<file path="src/common/bwsc_pkg.sv">
// Shared constants for the bus wait-state control block.
// Assumes a 32-bit Avalon-MM register slave with word addressing by byte offset.
package bwsc_pkg;
   localparam int BWSC_AW = 5;
   localparam logic [4:0] BWSC_OFS_CPU_WAIT = 5'h00;
   localparam logic [4:0] BWSC_OFS_DMA_WAIT = 5'h04;
   localparam logic [4:0] BWSC_OFS_LONG_WAIT = 5'h08;
   localparam logic [4:0] BWSC_OFS_AREA_CTRL = 5'h0C;
   localparam logic [4:0] BWSC_OFS_REFRESH = 5'h10;
   localparam logic [4:0] BWSC_OFS_STATUS = 5'h14;
   localparam logic [15:0] BWSC_CPU_WAIT_RST = 16'hFFFF;
   localparam logic [15:0] BWSC_CPU_WAIT_ONES = 16'h00FD;
   localparam logic [15:0] BWSC_CPU_WAIT_WMASK = 16'hFF02;
   localparam logic [15:0] BWSC_DMA_WAIT_RST = 16'hFFFF;
   localparam logic [15:0] BWSC_LONG_WAIT_RST = 16'h7800;
   localparam logic [15:0] BWSC_LONG_WAIT_WMASK = 16'h7800;
   localparam logic [15:0] BWSC_AREA_CTRL_RST = 16'h0000;
   localparam logic [15:0] BWSC_AREA_CTRL_WMASK = 16'hC000;
   localparam logic [15:0] BWSC_REFRESH_RST = 16'h0000;
   localparam logic [15:0] BWSC_REFRESH_WMASK = 16'h0003;
   localparam int BWSC_DRAM_WRITE_PITCH_BIT = 1;
   localparam int BWSC_AREA1_DRAM_SELECT_BIT = 15;
   localparam int BWSC_AREA6_MUX_IO_BIT = 14;
   localparam int BWSC_AREA02_LW_LSB = 13;
   localparam int BWSC_AREA6_LW_LSB = 11;
   localparam logic [3:0] BWSC_ST_ONE = 4'h1;
   localparam logic [3:0] BWSC_ST_TWO = 4'h2;
   localparam logic [3:0] BWSC_ST_PERIPH = 4'h3;
   localparam logic [3:0] BWSC_ST_MUX_IO = 4'h4;
   typedef enum logic [2:0] {
      BWSC_K_CPU_RD = 3'h0,
      BWSC_K_CPU_WR = 3'h1,
      BWSC_K_DMA_RD = 3'h2,
      BWSC_K_DMA_WR = 3'h3,
      BWSC_K_REFRESH = 3'h4
   } bwsc_kind_t;
   typedef enum logic [1:0] {
      BWSC_IDLE = 2'b00,
      BWSC_RUN = 2'b01,
      BWSC_DONE = 2'b11
   } bwsc_state_t;
endpackage : bwsc_pkg

</file>
<file path="src/hdl/bwsc_top.sv">
// Wait-state controller: decides how many bus states each external access takes.
// Assumes a bus sequencer pulses cyc_start with area and kind, and waits for cyc_done.
//
// Chosen here: the address map and register access over Avalon-MM.
`timescale 1ns/1ps
module bwsc_top
   import bwsc_pkg::*;
#(
   parameter int AREAS = 8
) (
   input wire logic clk,
   input wire logic rst_n,
   input wire logic [BWSC_AW-1:0] avs_address,
   input wire logic avs_read,
   input wire logic avs_write,
   input wire logic [31:0] avs_writedata,
   input wire logic [3:0] avs_byteenable,
   output logic [31:0] avs_readdata,
   output logic avs_waitrequest,
   input wire logic cyc_start,
   input wire logic [2:0] cyc_area,
   input wire logic [2:0] cyc_kind,
   input wire logic cyc_internal,
   input wire logic wait_n,
   output logic cyc_busy,
   output logic cyc_done,
   output logic [3:0] cyc_states
);
   logic [15:0] cpu_wait_q;
   logic [15:0] dma_wait_q;
   logic [15:0] long_wait_q;
   logic [15:0] area_ctrl_q;
   logic [15:0] refresh_q;
   logic ack_q;
   logic [15:0] wdata;
   logic [15:0] wmask;
   logic wr_go;
   logic [15:0] rd_mux;
   bwsc_state_t state_q;
   logic [3:0] cnt_q;
   logic samp_q;
   logic [3:0] total_q;
   logic [AREAS-1:0] sel_bit;
   logic [AREAS-1:0] area_samp;
   logic [3:0] area_base [AREAS];
   logic [3:0] lw02;
   logic [3:0] lw6;
   logic [3:0] ref_wait;
   logic area1_dram_select;
   logic area6_mux_io;
   logic dram_write_pitch_bit;
   logic [3:0] req_base;
   logic req_samp;
   logic wr_cpu;
   logic wr_dma;
   logic wr_long;
   logic wr_area;
   logic wr_ref;
   logic take;
   logic last;
   logic stretch;

   // One wait state on every access keeps readdata a flop and decode off the bus path
   assign avs_waitrequest = (avs_read | avs_write) & ~ack_q;
   // Writes land at the edge where the master sees waitrequest low
   assign wr_go = avs_write & ack_q;
   assign wr_cpu = wr_go & (avs_address == BWSC_OFS_CPU_WAIT);
   assign wr_dma = wr_go & (avs_address == BWSC_OFS_DMA_WAIT);
   assign wr_long = wr_go & (avs_address == BWSC_OFS_LONG_WAIT);
   assign wr_area = wr_go & (avs_address == BWSC_OFS_AREA_CTRL);
   assign wr_ref = wr_go & (avs_address == BWSC_OFS_REFRESH);
   assign wdata = avs_writedata[15:0];
   assign wmask = {{8{avs_byteenable[1]}}, {8{avs_byteenable[0]}}};

   always_ff @(posedge clk or negedge rst_n) begin
      if (!rst_n) begin
         ack_q <= 1'b0;
      end else begin
         ack_q <= (avs_read | avs_write) & ~ack_q;
      end
   end

   // Power-on reset only; nothing else reinitialises these registers
   always_ff @(posedge clk or negedge rst_n) begin
      if (!rst_n) begin
         cpu_wait_q <= BWSC_CPU_WAIT_RST;
      end else if (wr_cpu) begin
         // Pitch bit stored as written; keeping it set for SRAM is software's job
         cpu_wait_q <= (cpu_wait_q & ~(wmask & BWSC_CPU_WAIT_WMASK))
            | (wdata & wmask & BWSC_CPU_WAIT_WMASK);
      end
   end

   always_ff @(posedge clk or negedge rst_n) begin
      if (!rst_n) begin
         dma_wait_q <= BWSC_DMA_WAIT_RST;
      end else if (wr_dma) begin
         dma_wait_q <= (dma_wait_q & ~wmask) | (wdata & wmask);
      end
   end

   // Pull-up control bit is not kept; the pin is modelled outside
   always_ff @(posedge clk or negedge rst_n) begin
      if (!rst_n) begin
         long_wait_q <= BWSC_LONG_WAIT_RST;
      end else if (wr_long) begin
         long_wait_q <= (long_wait_q & ~(wmask & BWSC_LONG_WAIT_WMASK))
            | (wdata & wmask & BWSC_LONG_WAIT_WMASK);
      end
   end

   always_ff @(posedge clk or negedge rst_n) begin
      if (!rst_n) begin
         area_ctrl_q <= BWSC_AREA_CTRL_RST;
      end else if (wr_area) begin
         area_ctrl_q <= (area_ctrl_q & ~(wmask & BWSC_AREA_CTRL_WMASK))
            | (wdata & wmask & BWSC_AREA_CTRL_WMASK);
      end
   end

   always_ff @(posedge clk or negedge rst_n) begin
      if (!rst_n) begin
         refresh_q <= BWSC_REFRESH_RST;
      end else if (wr_ref) begin
         refresh_q <= (refresh_q & ~(wmask & BWSC_REFRESH_WMASK))
            | (wdata & wmask & BWSC_REFRESH_WMASK);
      end
   end

   always_comb begin
      case (avs_address)
         BWSC_OFS_CPU_WAIT: rd_mux = cpu_wait_q | BWSC_CPU_WAIT_ONES;
         BWSC_OFS_DMA_WAIT: rd_mux = dma_wait_q;
         BWSC_OFS_LONG_WAIT: rd_mux = long_wait_q;
         BWSC_OFS_AREA_CTRL: rd_mux = area_ctrl_q;
         BWSC_OFS_REFRESH: rd_mux = refresh_q;
         BWSC_OFS_STATUS: rd_mux = {5'h00, state_q, samp_q, cnt_q, total_q};
         default: rd_mux = 16'h0000;
      endcase
   end

   always_ff @(posedge clk or negedge rst_n) begin
      if (!rst_n) begin
         avs_readdata <= 32'h0000_0000;
      end else if (avs_read & ~ack_q) begin
         avs_readdata <= {16'h0000, rd_mux};
      end
   end

   assign area1_dram_select = area_ctrl_q[BWSC_AREA1_DRAM_SELECT_BIT];
   assign area6_mux_io = area_ctrl_q[BWSC_AREA6_MUX_IO_BIT];
   assign dram_write_pitch_bit = cpu_wait_q[BWSC_DRAM_WRITE_PITCH_BIT];
   // Codes 0..3 stand for 1..4 inserted states
   assign lw02 = {2'b00, long_wait_q[BWSC_AREA02_LW_LSB +: 2]} + 4'h1;
   assign lw6 = {2'b00, long_wait_q[BWSC_AREA6_LW_LSB +: 2]} + 4'h1;
   assign ref_wait = {2'b00, refresh_q[1:0]} + 4'h1;

   // Per-area control bit chosen by the kind of cycle
   generate
      for (genvar s = 0; s < AREAS; s++) begin : g_sel
         always_comb begin
            case (cyc_kind)
               BWSC_K_CPU_RD: sel_bit[s] = cpu_wait_q[8 + s];
               BWSC_K_DMA_RD: sel_bit[s] = dma_wait_q[8 + s];
               BWSC_K_DMA_WR: sel_bit[s] = dma_wait_q[s];
               // Only area 1 has a write control bit; others always sample
               BWSC_K_CPU_WR: sel_bit[s] = (s == 1) ? dram_write_pitch_bit : 1'b1;
               default: sel_bit[s] = 1'b1;
            endcase
         end
      end
   endgenerate

   generate
      for (genvar a = 0; a < AREAS; a++) begin : g_area
         always_comb begin
            if (cyc_internal) begin
               area_base[a] = (a == 5) ? BWSC_ST_PERIPH : BWSC_ST_ONE;
               area_samp[a] = 1'b0;
            end else if (a == 6 && area6_mux_io) begin
               area_base[a] = BWSC_ST_MUX_IO;
               area_samp[a] = 1'b1;
            end else if (a == 1 && area1_dram_select) begin
               area_base[a] = sel_bit[a] ? BWSC_ST_TWO : BWSC_ST_ONE;
               area_samp[a] = sel_bit[a];
            end else if (a == 0 || a == 2) begin
               area_base[a] = BWSC_ST_ONE + lw02;
               area_samp[a] = sel_bit[a];
            end else if (a == 6) begin
               area_base[a] = BWSC_ST_ONE + lw6;
               area_samp[a] = sel_bit[a];
            end else begin
               area_base[a] = sel_bit[a] ? BWSC_ST_TWO : BWSC_ST_ONE;
               area_samp[a] = sel_bit[a];
            end
         end
      end
   endgenerate

   always_comb begin
      if (cyc_kind == BWSC_K_REFRESH) begin
         // Refresh follows the area-1 read pitch bit, never the wait input
         req_base = cpu_wait_q[9] ? (BWSC_ST_TWO + ref_wait) : BWSC_ST_ONE;
         req_samp = 1'b0;
      end else begin
         req_base = area_base[cyc_area];
         req_samp = area_samp[cyc_area];
      end
   end

   // Cycle engine: counts fixed states, then stretches the last while wait_n is low
   // A wait request seen before the last fixed state is not counted; the sequencer
   // only offers the input there, which keeps the count independent of early glitches
   assign take = (state_q == BWSC_IDLE) & cyc_start;
   assign last = (state_q == BWSC_RUN) & (cnt_q <= 4'h1);
   assign stretch = last & samp_q & ~wait_n;

   always_ff @(posedge clk or negedge rst_n) begin
      if (!rst_n) begin
         state_q <= BWSC_IDLE;
      end else begin
         case (state_q)
            BWSC_IDLE: begin
               if (take) begin
                  state_q <= BWSC_RUN;
               end
            end
            BWSC_RUN: begin
               if (last && !stretch) begin
                  state_q <= BWSC_DONE;
               end
            end
            BWSC_DONE: begin
               state_q <= BWSC_IDLE;
            end
            default: begin
               state_q <= BWSC_IDLE;
            end
         endcase
      end
   end

   always_ff @(posedge clk or negedge rst_n) begin
      if (!rst_n) begin
         cnt_q <= 4'h0;
      end else if (take) begin
         cnt_q <= req_base;
      end else if (state_q == BWSC_RUN && cnt_q > 4'h1) begin
         cnt_q <= cnt_q - 4'h1;
      end
   end

   // Sampling choice is frozen at the start so a register write mid-cycle cannot change it
   always_ff @(posedge clk or negedge rst_n) begin
      if (!rst_n) begin
         samp_q <= 1'b0;
      end else if (take) begin
         samp_q <= req_samp;
      end
   end

   always_ff @(posedge clk or negedge rst_n) begin
      if (!rst_n) begin
         total_q <= 4'h0;
      end else if (take) begin
         total_q <= 4'h1;
      end else if (state_q == BWSC_RUN && (cnt_q > 4'h1 || stretch)) begin
         total_q <= total_q + 4'h1;
      end
   end

   assign cyc_busy = (state_q != BWSC_IDLE);
   assign cyc_done = (state_q == BWSC_DONE);
   assign cyc_states = total_q;
endmodule : bwsc_top

</file>
<file path="config.mk">
export PLATFORM = sky130hd
export DESIGN_NAME = bwsc_top
export DESIGN_NICKNAME = d
export VERILOG_FILES = /design/src/common/bwsc_pkg.sv /design/src/hdl/bwsc_top.sv
export SDC_FILE = /design/constraint.sdc
export NUM_CORES = 1
export LEC_CHECK = 0
export BUFFER_PORTS_ARGS = -buffer_cell sky130_fd_sc_hd__buf_2
export CORE_MARGIN = 2
export CORE_UTILIZATION = 40
export CTS_CLUSTER_SIZE = 24
export DETAILED_ROUTE_END_ITERATION = 6
export PLACE_DENSITY = 0.69
export SYNTH_ARGS = -nofsm -noshare
export SYNTH_HDL_FRONTEND = slang
export SYNTH_SLANG_ARGS = --single-unit
</file>
<file path="constraint.sdc">
create_clock -name clk -period 2.7 [get_ports clk]
set_input_delay 0.135 -clock clk [delete_from_list [all_inputs] [get_ports clk]]
set_output_delay 0.135 -clock clk [all_outputs]
set_load 0.01 [all_outputs]
</file>
Yosys cells after proc, flatten, opt, wreduce, memory -nomap -nowiden. Index checks and enable logic that the tools add are counted.

Register bits: 108. Output and inout port bits: 39. Bits of input ports: 54. Word-level logic and storage cells: 126.

Add/sub/neg operators: 8. Bitwise gates (word level): 32. Reductions and logical operators: 12. $lt $le $gt $ge: 4. Equality and inequality tests: 13. Multiplexer cells: 46.

Operators by type and width (count): AND 16 bit (6); case mux 16 bit (6 select lines) (1); inverter 16 bit (3); bitwise OR 16 bit (3); 2-to-1 mux 4 bit (11); 2-to-1 mux 2 bit (12); case mux 1 bit (3 select lines) (7); inverter 15 -> 16 bit (1); inverter 2 -> 16 bit (1); bitwise OR 16 x 15 -> 16 bit (1); bitwise OR 16 x 2 -> 16 bit (1); AND 1 bit (12); binary-select mux 4 bit (select 3 bit) (1); 2-to-1 mux 1 bit (11); == test 5 x 4 -> 1 bit (second input constant) (2); == test 5 bit (second input constant) (2); adder 2 x 1 -> 3 bit (second input constant) (3); adder 1 x 3 -> 4 bit (first input constant) (2); == test 3 x 2 -> 1 bit (second input constant) (2); nonzero test 2 bit (3); == test 5 x 3 -> 1 bit (second input constant) (1); zero test 5 bit (1); adder 2 x 3 -> 4 bit (first input constant) (1); adder 4 x 1 -> 4 bit (second input constant) (1); other kinds (23) (26).

Logic depth before layout (Yosys ltp). Gate-level depths: netlist of the first run.

Depth in word-level cells: 9. Depth in mapped cells: 8.

Worst setup path after synthesis of the first run. OpenSTA, ideal clock, no wires.

Path type: reg2reg. Start point: reg (tool-made name). End point: reg cnt_q[1]. Clock period less this slack: 1642 ps. Required time: 2576 ps. Setup time: 124 ps. Stages on the path, launching flop included: 6. Slack: 1058 ps. Arrival time: 1519 ps. Cell sequence: dfstp_2 > mux4_2 > o211a_1 > a41oi_2 > a21oi_1 > a211o_1.

RTL lines: to (signal assigned) (line bwsc_top.sv:247) `cnt_q <= req_base;`; to (signal assigned) (line bwsc_top.sv:249) `cnt_q <= cnt_q - 4'h1;`; to (decl) (line bwsc_top.sv:40) `logic [3:0] cnt_q;`.

Worst setup path in the final report of the first run.
Start point: reg cnt_q[0]. End point: reg total_q[3], in the netlist cyc_states[3].

Word-level cells in the longest chain between the ends: 7. Elaborated cells between the ends (all ways): 8. Those cells by class: order compare (2); bitwise (3); reduce/logical (3).

RTL lines: less-or-equal comparator 4 x 1 -> 1 bit (line bwsc_top.sv:215) `assign last = (state_q == BWSC_RUN) & (cnt_q <= 4'h1);`; AND 1 bit (line bwsc_top.sv:215); AND 1 bit (2 in a row) (line bwsc_top.sv:216) `assign stretch = last & samp_q & ~wait_n;`; logical OR 1 bit * (line bwsc_top.sv:267) `end else if (state_q == BWSC_RUN && (cnt_q > 4'h1 || stretch)) begin`; logical AND 1 bit * (line bwsc_top.sv:267); nonzero test 2 bit (no source line) *; to (signal assigned) (line bwsc_top.sv:268) `total_q <= total_q + 4'h1;`; to (decl) (line bwsc_top.sv:42) `logic [3:0] total_q;`.

Every way passes the cells marked *; elsewhere a longest branch is shown, timed or not. A chain may end at the register's enable or synchronous reset.

==> results of run 1 <==
## cell families after synthesis
| kind of cell | share of synthesized area, % |
|---|---|
| AOI/OAI and AO/OA | 13.9 |
| xor gates and xnor gates | 1.24 |
| and+or+nand+nor | 15.7 |
| muxes | 16.5 |
| other | 0.106 |
| adders and majority gates | 1.41 |
| DFF | 44.1 |
| buffers and inverters | 6.99 |
## area by class of cell
cell class | count | area share (%)
Multi-Input combinational cell | 251 | 43.7
Clock buffer | 12 | 3.55
Timing Repair Buffer | 64 | 8.26
Sequential cell | 61 | 38.2
Clock inverter | 4 | 2.32
Inverter | 7 | 0.642
Tap cell | 108 | 3.30
## layout by cell type (no fill, tap or decap), types with 3 or more instances in the layout
cell type   n
clkbuf_8   10
buf_2      58
xor2_1      4
nor4b_1     3
nand2_1    34
buf_4       5
a22oi_1     3
mux2_4     16
dfrtp_1    32
mux2i_1    12
inv_1       7
a221o_1     4
nor2_1     29
nor3_1      8
mux2_2     16
conb_1     16
o211ai_1    3
nor2b_1     3
a21oi_1    10
ha_1        4
nand3_1     7
o21ai_0    25
nand2b_1    8
a22o_1      7
bufinv_16   3
dfstp_2    29
## path summary, 6_finish.rpt
kind                                  start  slack [ns]                         end  cells after the start
setup / recovery                   cnt_q[0]        0.81               cyc_states[3]                      8
setup reg to reg                   cnt_q[0]        0.81               cyc_states[3]                      8
max in group asynchronous             rst_n        1.54  asynchronous set/reset pin                      3
hold reg to reg             avs_readdata[4]        0.47             avs_readdata[4]                      2
hold / removal             avs_writedata[3]        0.03                   flip-flop                      2
min in group asynchronous             rst_n        0.27               cyc_states[2]                      2
## report_power, final
part	switching (W)	internal, W	total (W)
clock	0.000346	0.000638	0.000984
combinational	0.000375	0.000299	0.000674
sequential	0.000142	0.00107	0.00121
total	0.000863	0.00201	0.00287
## metal layers
layer | vias up | share of wire, %
li1 | 1300 | -
met1 | 1331 | 45
met2 | 116 | 46
met3 | 13 | 7.0
met4 | 0 | 1.4
met5 | - | 0
## stage by stage
stage / instances / worst slack [ns] / instance area [um^2] / utilization, %
final: 507 / 0.812 / 4090 / 47.4
after global routing: 507 / 0.619 / 4090 / 47.4
after CTS: 507 / 0.800 / 4090 / 47.4
after detailed placement: 490 / 0.737 / 3840 / 44.5
after global placement: 490 / 0.737 / 3840 / 44.5
after floorplan: 352 / 1.06 / 3600 / -
## worst max-delay path, stage by stage, from the launching register on
cell	delay, ns
dfrtp_1	0.44
inv_1	0.11
ha_1	0.22
nor2_1	0.10
nor3_1	0.08
a21oi_1	0.42
nand4_1	0.18
xor2_1	0.16
nor2_1	0.05
==> impl_metrics.tcl, run 1 <==
set metrics [dict create \
    post-cts-setup-buffers 0 \
    diodes 0 \
    ant_nets 0 \
    routed_via_density 5.44 \
    cts_made_buffers 9 \
    power_density_nw_per_um2 701 \
    grtUsageMet3_pct 4.65 \
    wirelength_um 8420 \
    post-route-min-period_ns 1.89 \
    worstSetupPathType "flip-flop to flip-flop" \
    startpoint_type "flip-flop" \
    synth_area_leaders "dfrtp_1 (23%), dfstp_2 (22%), mux2_4 (6.8%)" \
    yosysWarningCount 0 \
    cts_tree "built" \
    yosysSeqAreaShare_pct 44.1 \
    grt_pass1_vias 2632 \
    clk_pin_slew_worst_paths_ns 0.07 \
    htree_levels 3 \
    drt_iter0_drc 177 \
    rows 34 \
    critPathCaptureType "flip-flop" \
    arrival_ns 2.10 \
    antenna_found_initial 0 \
    n_fill_cell 834 \
    ir_worst_vdd_v 0.000259 \
    place.gp.congestion 0.938 \
    area_growth_syn_to_layout_pct 15.5 \
    cts_resized 0 \
    drc 0 \
    grt_setup_unrepaired "no" \
    clockRootBuffer "clkbuf_8" \
    synth-edff-count 0 \
    die_w_um 98.1 \
    clock_latency_ns 0.34 \
    groute.layer.met1.usage_pct 25.7 \
    dieArea_um2 9630 \
    synth-async-reset-ratio_pct 100 \
    grt_pass1_wl_um 13700 \
    crit_fanout 5 \
    clock.fmax_ghz 0.530 \
    status "finished, final reports clean" \
    finalSetupViolations 0 \
    drt_first_pass_iters 5 \
    finalSetupTns_ns 0 \
    track_usage_pct 18.2 \
    drv_slew 0 \
    avgRoutedWirePerCell_um 16.6 \
    seqCellArea_um2 1560 \
    grt_max_degree 42 \
    grt_overflow 0 \
    vias 2760 \
    yosysMostFrequentCell "nand2_1" \
    syn-mean-instance-area_um2 10.5 \
    maxSlewHeadroom_pct 57.4 \
    layout.nets 452 \
    pin_count 93 \
    hold_viol_final 0 \
    synth_top_cell_by_area "dfrtp_1" \
    clock_skew_ns 0.00648 \
    synthCells 337 \
    busiest_layer "met2" \
    tightest_slew_ns 0.634 \
    ctsHoldBuffers 1 \
    clockBufferDepth 2 \
    clkSinkCount 61 \
    p_leak_nw 1.88 \
    dieHeight_um 98.1 \
    place_hpwl_um 6410 \
    ys.flop_type "dfrtp_1" \
    multi_input_area_um2 1790 \
    holdWs_ns 0.0292 \
    yosysUniqueCellTypes 57 \
    met2_usage_pct 27.9 \
    syn-cell-area_um2 3540 \
    fin_crit_sh_pct 69.9 \
    port_buffers 58 \
    synth-seq-cells 61 \
    start_util_pct 41.0 \
    synthTopCellsByCount "nand2_1 (34), dfrtp_1 (32), dfstp_2 (29), nor2_1 (29), o21ai_0 (25)" \
    drive_above_1_share_pct 36.3 \
    netlist.area_leader.share_pct 22.6 \
    core_area_um2 8640 \
    cp.required_ns 2.92 \
    p_total_w 0.00287 \
    hp-class "primary input to flip-flop" \
    drv_cap 0 \
]
(Power assumes the default switching activity.)
==> inputs of run 2 (changes only) <==
--- a/config.mk
+++ b/config.mk
@@ -5,12 +5,13 @@
 export SDC_FILE = /design/constraint.sdc
 export NUM_CORES = 1
 export LEC_CHECK = 0
+export ABC_AREA = 1
 export BUFFER_PORTS_ARGS = -buffer_cell sky130_fd_sc_hd__buf_2
 export CORE_MARGIN = 2
 export CORE_UTILIZATION = 40
 export CTS_CLUSTER_SIZE = 24
 export DETAILED_ROUTE_END_ITERATION = 6
-export PLACE_DENSITY = 0.69
+export PLACE_DENSITY = 0.7
 export SYNTH_ARGS = -nofsm -noshare
 export SYNTH_HDL_FRONTEND = slang
 export SYNTH_SLANG_ARGS = --single-unit
==> constraint.sdc (replaced) <==
create_clock -name clk -period 1.93 [get_ports clk]
set_input_delay 0.0965 -clock clk [delete_from_list [all_inputs] [get_ports clk]]
set_output_delay 0.0965 -clock clk [all_outputs]
set_load 0.01 [all_outputs]
==> impl_metrics.tcl, run 2 <==
set metrics [dict create \
    area_growth_syn_to_layout_pct 20.6 \
    clock.fmax_ghz 0.568 \
    drv_slew 0 \
    synth-seq-cells 61 \
    avgRoutedWirePerCell_um 14.5 \
    rows 33 \
    cts_tree "built" \
    netlist.area_leader.share_pct 23.5 \
    cts_made_buffers 9 \
    startpoint_type "flip-flop" \
    ir_worst_vdd_v 0.000460 \
    synthTopCellsByCount "nand2_1 (106), inv_1 (52), o21ai_0 (44)" \
    drt_iter0_drc 234 \
    clkSinkCount 61 \
    clock_skew_ns 0.00607 \
    max_stage_delay_ns 0.39 \
    crit_fanout 5 \
    dieArea_um2 9290 \
    drc 0 \
    layout_common_cells "nand2_1 (106), buf_2 (58), inv_1 (52)" \
    fin_crit_sh_pct 91.2 \
    ys.flop_type "dfrtp_1" \
    wirelength_um 8900 \
    yosysWarningCount 0 \
    finalSetupTns_ns 0 \
    yosysUniqueCellTypes 33 \
    hold_viol_final 0 \
    drive_above_1_share_pct 26.1 \
    layout.nets 563 \
    seqCellArea_um2 1560 \
    p_leak_nw 1.98 \
    n_fill_cell 804 \
    power_density_nw_per_um2 914 \
    diodes 0 \
    routed_via_density 5.11 \
    synthCells 426 \
    drt_first_pass_iters 5 \
    die_w_um 96.4 \
    vias 3145 \
    start_util_pct 41.3 \
    crit_chain "inv_1 -> ha_1 -> o21ai_0 -> nand2_1 -> inv_1 -> a31oi_1 -> inv_1 -> nand2_1 -> o21ai_0 -> a21oi_1" \
    synth_area_leaders "dfrtp_1 (23%), dfstp_2 (22%), nand2_1 (12%)" \
    synth-edff-count 0 \
    yosysMostFrequentCell "nand2_1" \
    hp-class "primary input to flip-flop" \
    track_usage_pct 21.1 \
    synth_top_cell_by_area "dfrtp_1" \
    yosysSeqAreaShare_pct 45.8 \
    grt_pass1_wl_um 14600 \
    maxSlewHeadroom_pct 60.4 \
    clockRootBuffer "clkbuf_8" \
    dieHeight_um 96.4 \
    arrival_ns 1.99 \
    tightest_slew_ns 0.593 \
    worst_path_most_repeated_cell "inv_1" \
    pin_count 93 \
    htree_levels 3 \
    ant_nets 0 \
    syn-mean-instance-area_um2 8.01 \
    crit_buf_inv 3 \
    clockBufferDepth 2 \
    multi_input_area_um2 1530 \
    worstSetupPathType "flip-flop to flip-flop" \
    clock_latency_ns 0.34 \
    drv_cap 0 \
    core_area_um2 8260 \
    cts_resized 0 \
    antenna_found_initial 0 \
    place.gp.congestion 0.960 \
    p_total_w 0.00377 \
    cp.required_ns 2.16 \
    grt_max_degree 38 \
    grt_overflow 0 \
    slowest_stage "dfrtp_1" \
    port_buffers 58 \
    post-route-min-period_ns 1.76 \
    critPathCaptureType "flip-flop" \
    finalSetupViolations 0 \
    status "finished, final reports clean" \
    syn-cell-area_um2 3410 \
    grt_pass1_vias 3037 \
    clk_pin_slew_worst_paths_ns 0.07 \
    synth-async-reset-ratio_pct 100 \
    place_hpwl_um 6850 \
    layout_commonest_cell "nand2_1" \
    cp_top_family "compound AO/OA/AOI/OAI gates" \
    grt_setup_unrepaired "no" \
]
==> run 2: changes by cell type after synthesis, moves of 8 or more <==
cell,previous run,this run
nand3_1,7,21
a21oi_1,10,20
o21ai_0,25,44
nand2_1,34,106
inv_1,7,52
mux2i_1,12,0
nand2b_1,8,0
mux2_4,16,0
==> run 2: worst reg2reg max path, cell delays in order, from the launching register on <==
cell,delay [ns]
dfrtp_1,0.39
inv_1,0.09
ha_1,0.23
o21ai_0,0.19
nand2_1,0.11
inv_1,0.12
a31oi_1,0.06
inv_1,0.15
nand2_1,0.08
o21ai_0,0.15
a21oi_1,0.06
==> run 2: repair_timing <==
action / in CTS / in global routing
buffers inserted: 0 / 0
hold buffers: 13 / 0
hold endpoints to repair: 30 / 0
==> run 2: final cells by class <==
class	count	area share [%]
flip-flops and latches	61	38.0
inverters	56	5.10
clock inverters	3	1.09
multi-input cells	299	37.3
clock buffers	13	3.62
repair buffers	78	11.8
well taps	105	3.19
==> run 2: worst paths after layout <==
path	from	end	slack, ns	depth (start not counted)
max in group asynchronous	rst_n	asynchronous set/reset pin	0.98	3
hold reg to reg	ack_q	ack_q	0.47	1
setup / recovery	cnt_q[0]	cyc_states[2]	0.17	10
min in group asynchronous	rst_n	asynchronous set/reset pin	0.29	2
setup reg to reg	cnt_q[0]	cyc_states[2]	0.17	10
hold / removal	avs_writedata[12]	flip-flop	0.01	3
==> run 2: stage by stage <==
stage | hold WS (ns) | std cells | util, % | cell area, um^2 | worst slack (ns)
6_report | 0.0144 | 615 | 49.9 | 4120 | 0.169
5_1_grt | 0.0217 | 615 | 49.9 | 4120 | 0.00797
4_1_cts | 0.00413 | 615 | 49.9 | 4120 | 0.217
3_5_place_dp | 0.141 | 586 | 45.9 | 3790 | 0.233
3_3_place_gp | 0.128 | 586 | 45.9 | 3790 | 0.305
2_1_floorplan | -0.199 | 441 | - | 3470 | 0.433
==> run 2: layer usage <==
metal / GRT usage (%) / vias up / wire length (um)
met5: 0 / - / 0
li1: - / 1537 / -
met2: 33.0 / 149 / 4100
met1: 27.8 / 1436 / 3880
met3: 5.12 / 23 / 682
met4: 9.15 / 0 / 238
==> run 2: cell families (layout without fill, tap and decap cells) <==
logic type      after synthesis  count (layout)  synth area share [%]
other cells                   1              16                 0.110
flops                        61              61                  45.8
mux                          17              17                  5.61
fa+ha+maj                     4               4                  1.47
compound gates               88              88                  14.9
simple gates                173             173                  21.0
buf+inv                      81             150                  10.9
xor+xnor                      1               1                 0.257
==> run 2: report_power, final <==
| group | switching, W | total [W] | leakage (nW) | internal, W |
|---|---|---|---|---|
| clock network | 0.000495 | 0.00113 | 0.0899 | 0.000633 |
| logic | 0.000613 | 0.000972 | 1.17 | 0.000359 |
| registers | 0.000163 | 0.00167 | 0.724 | 0.00150 |
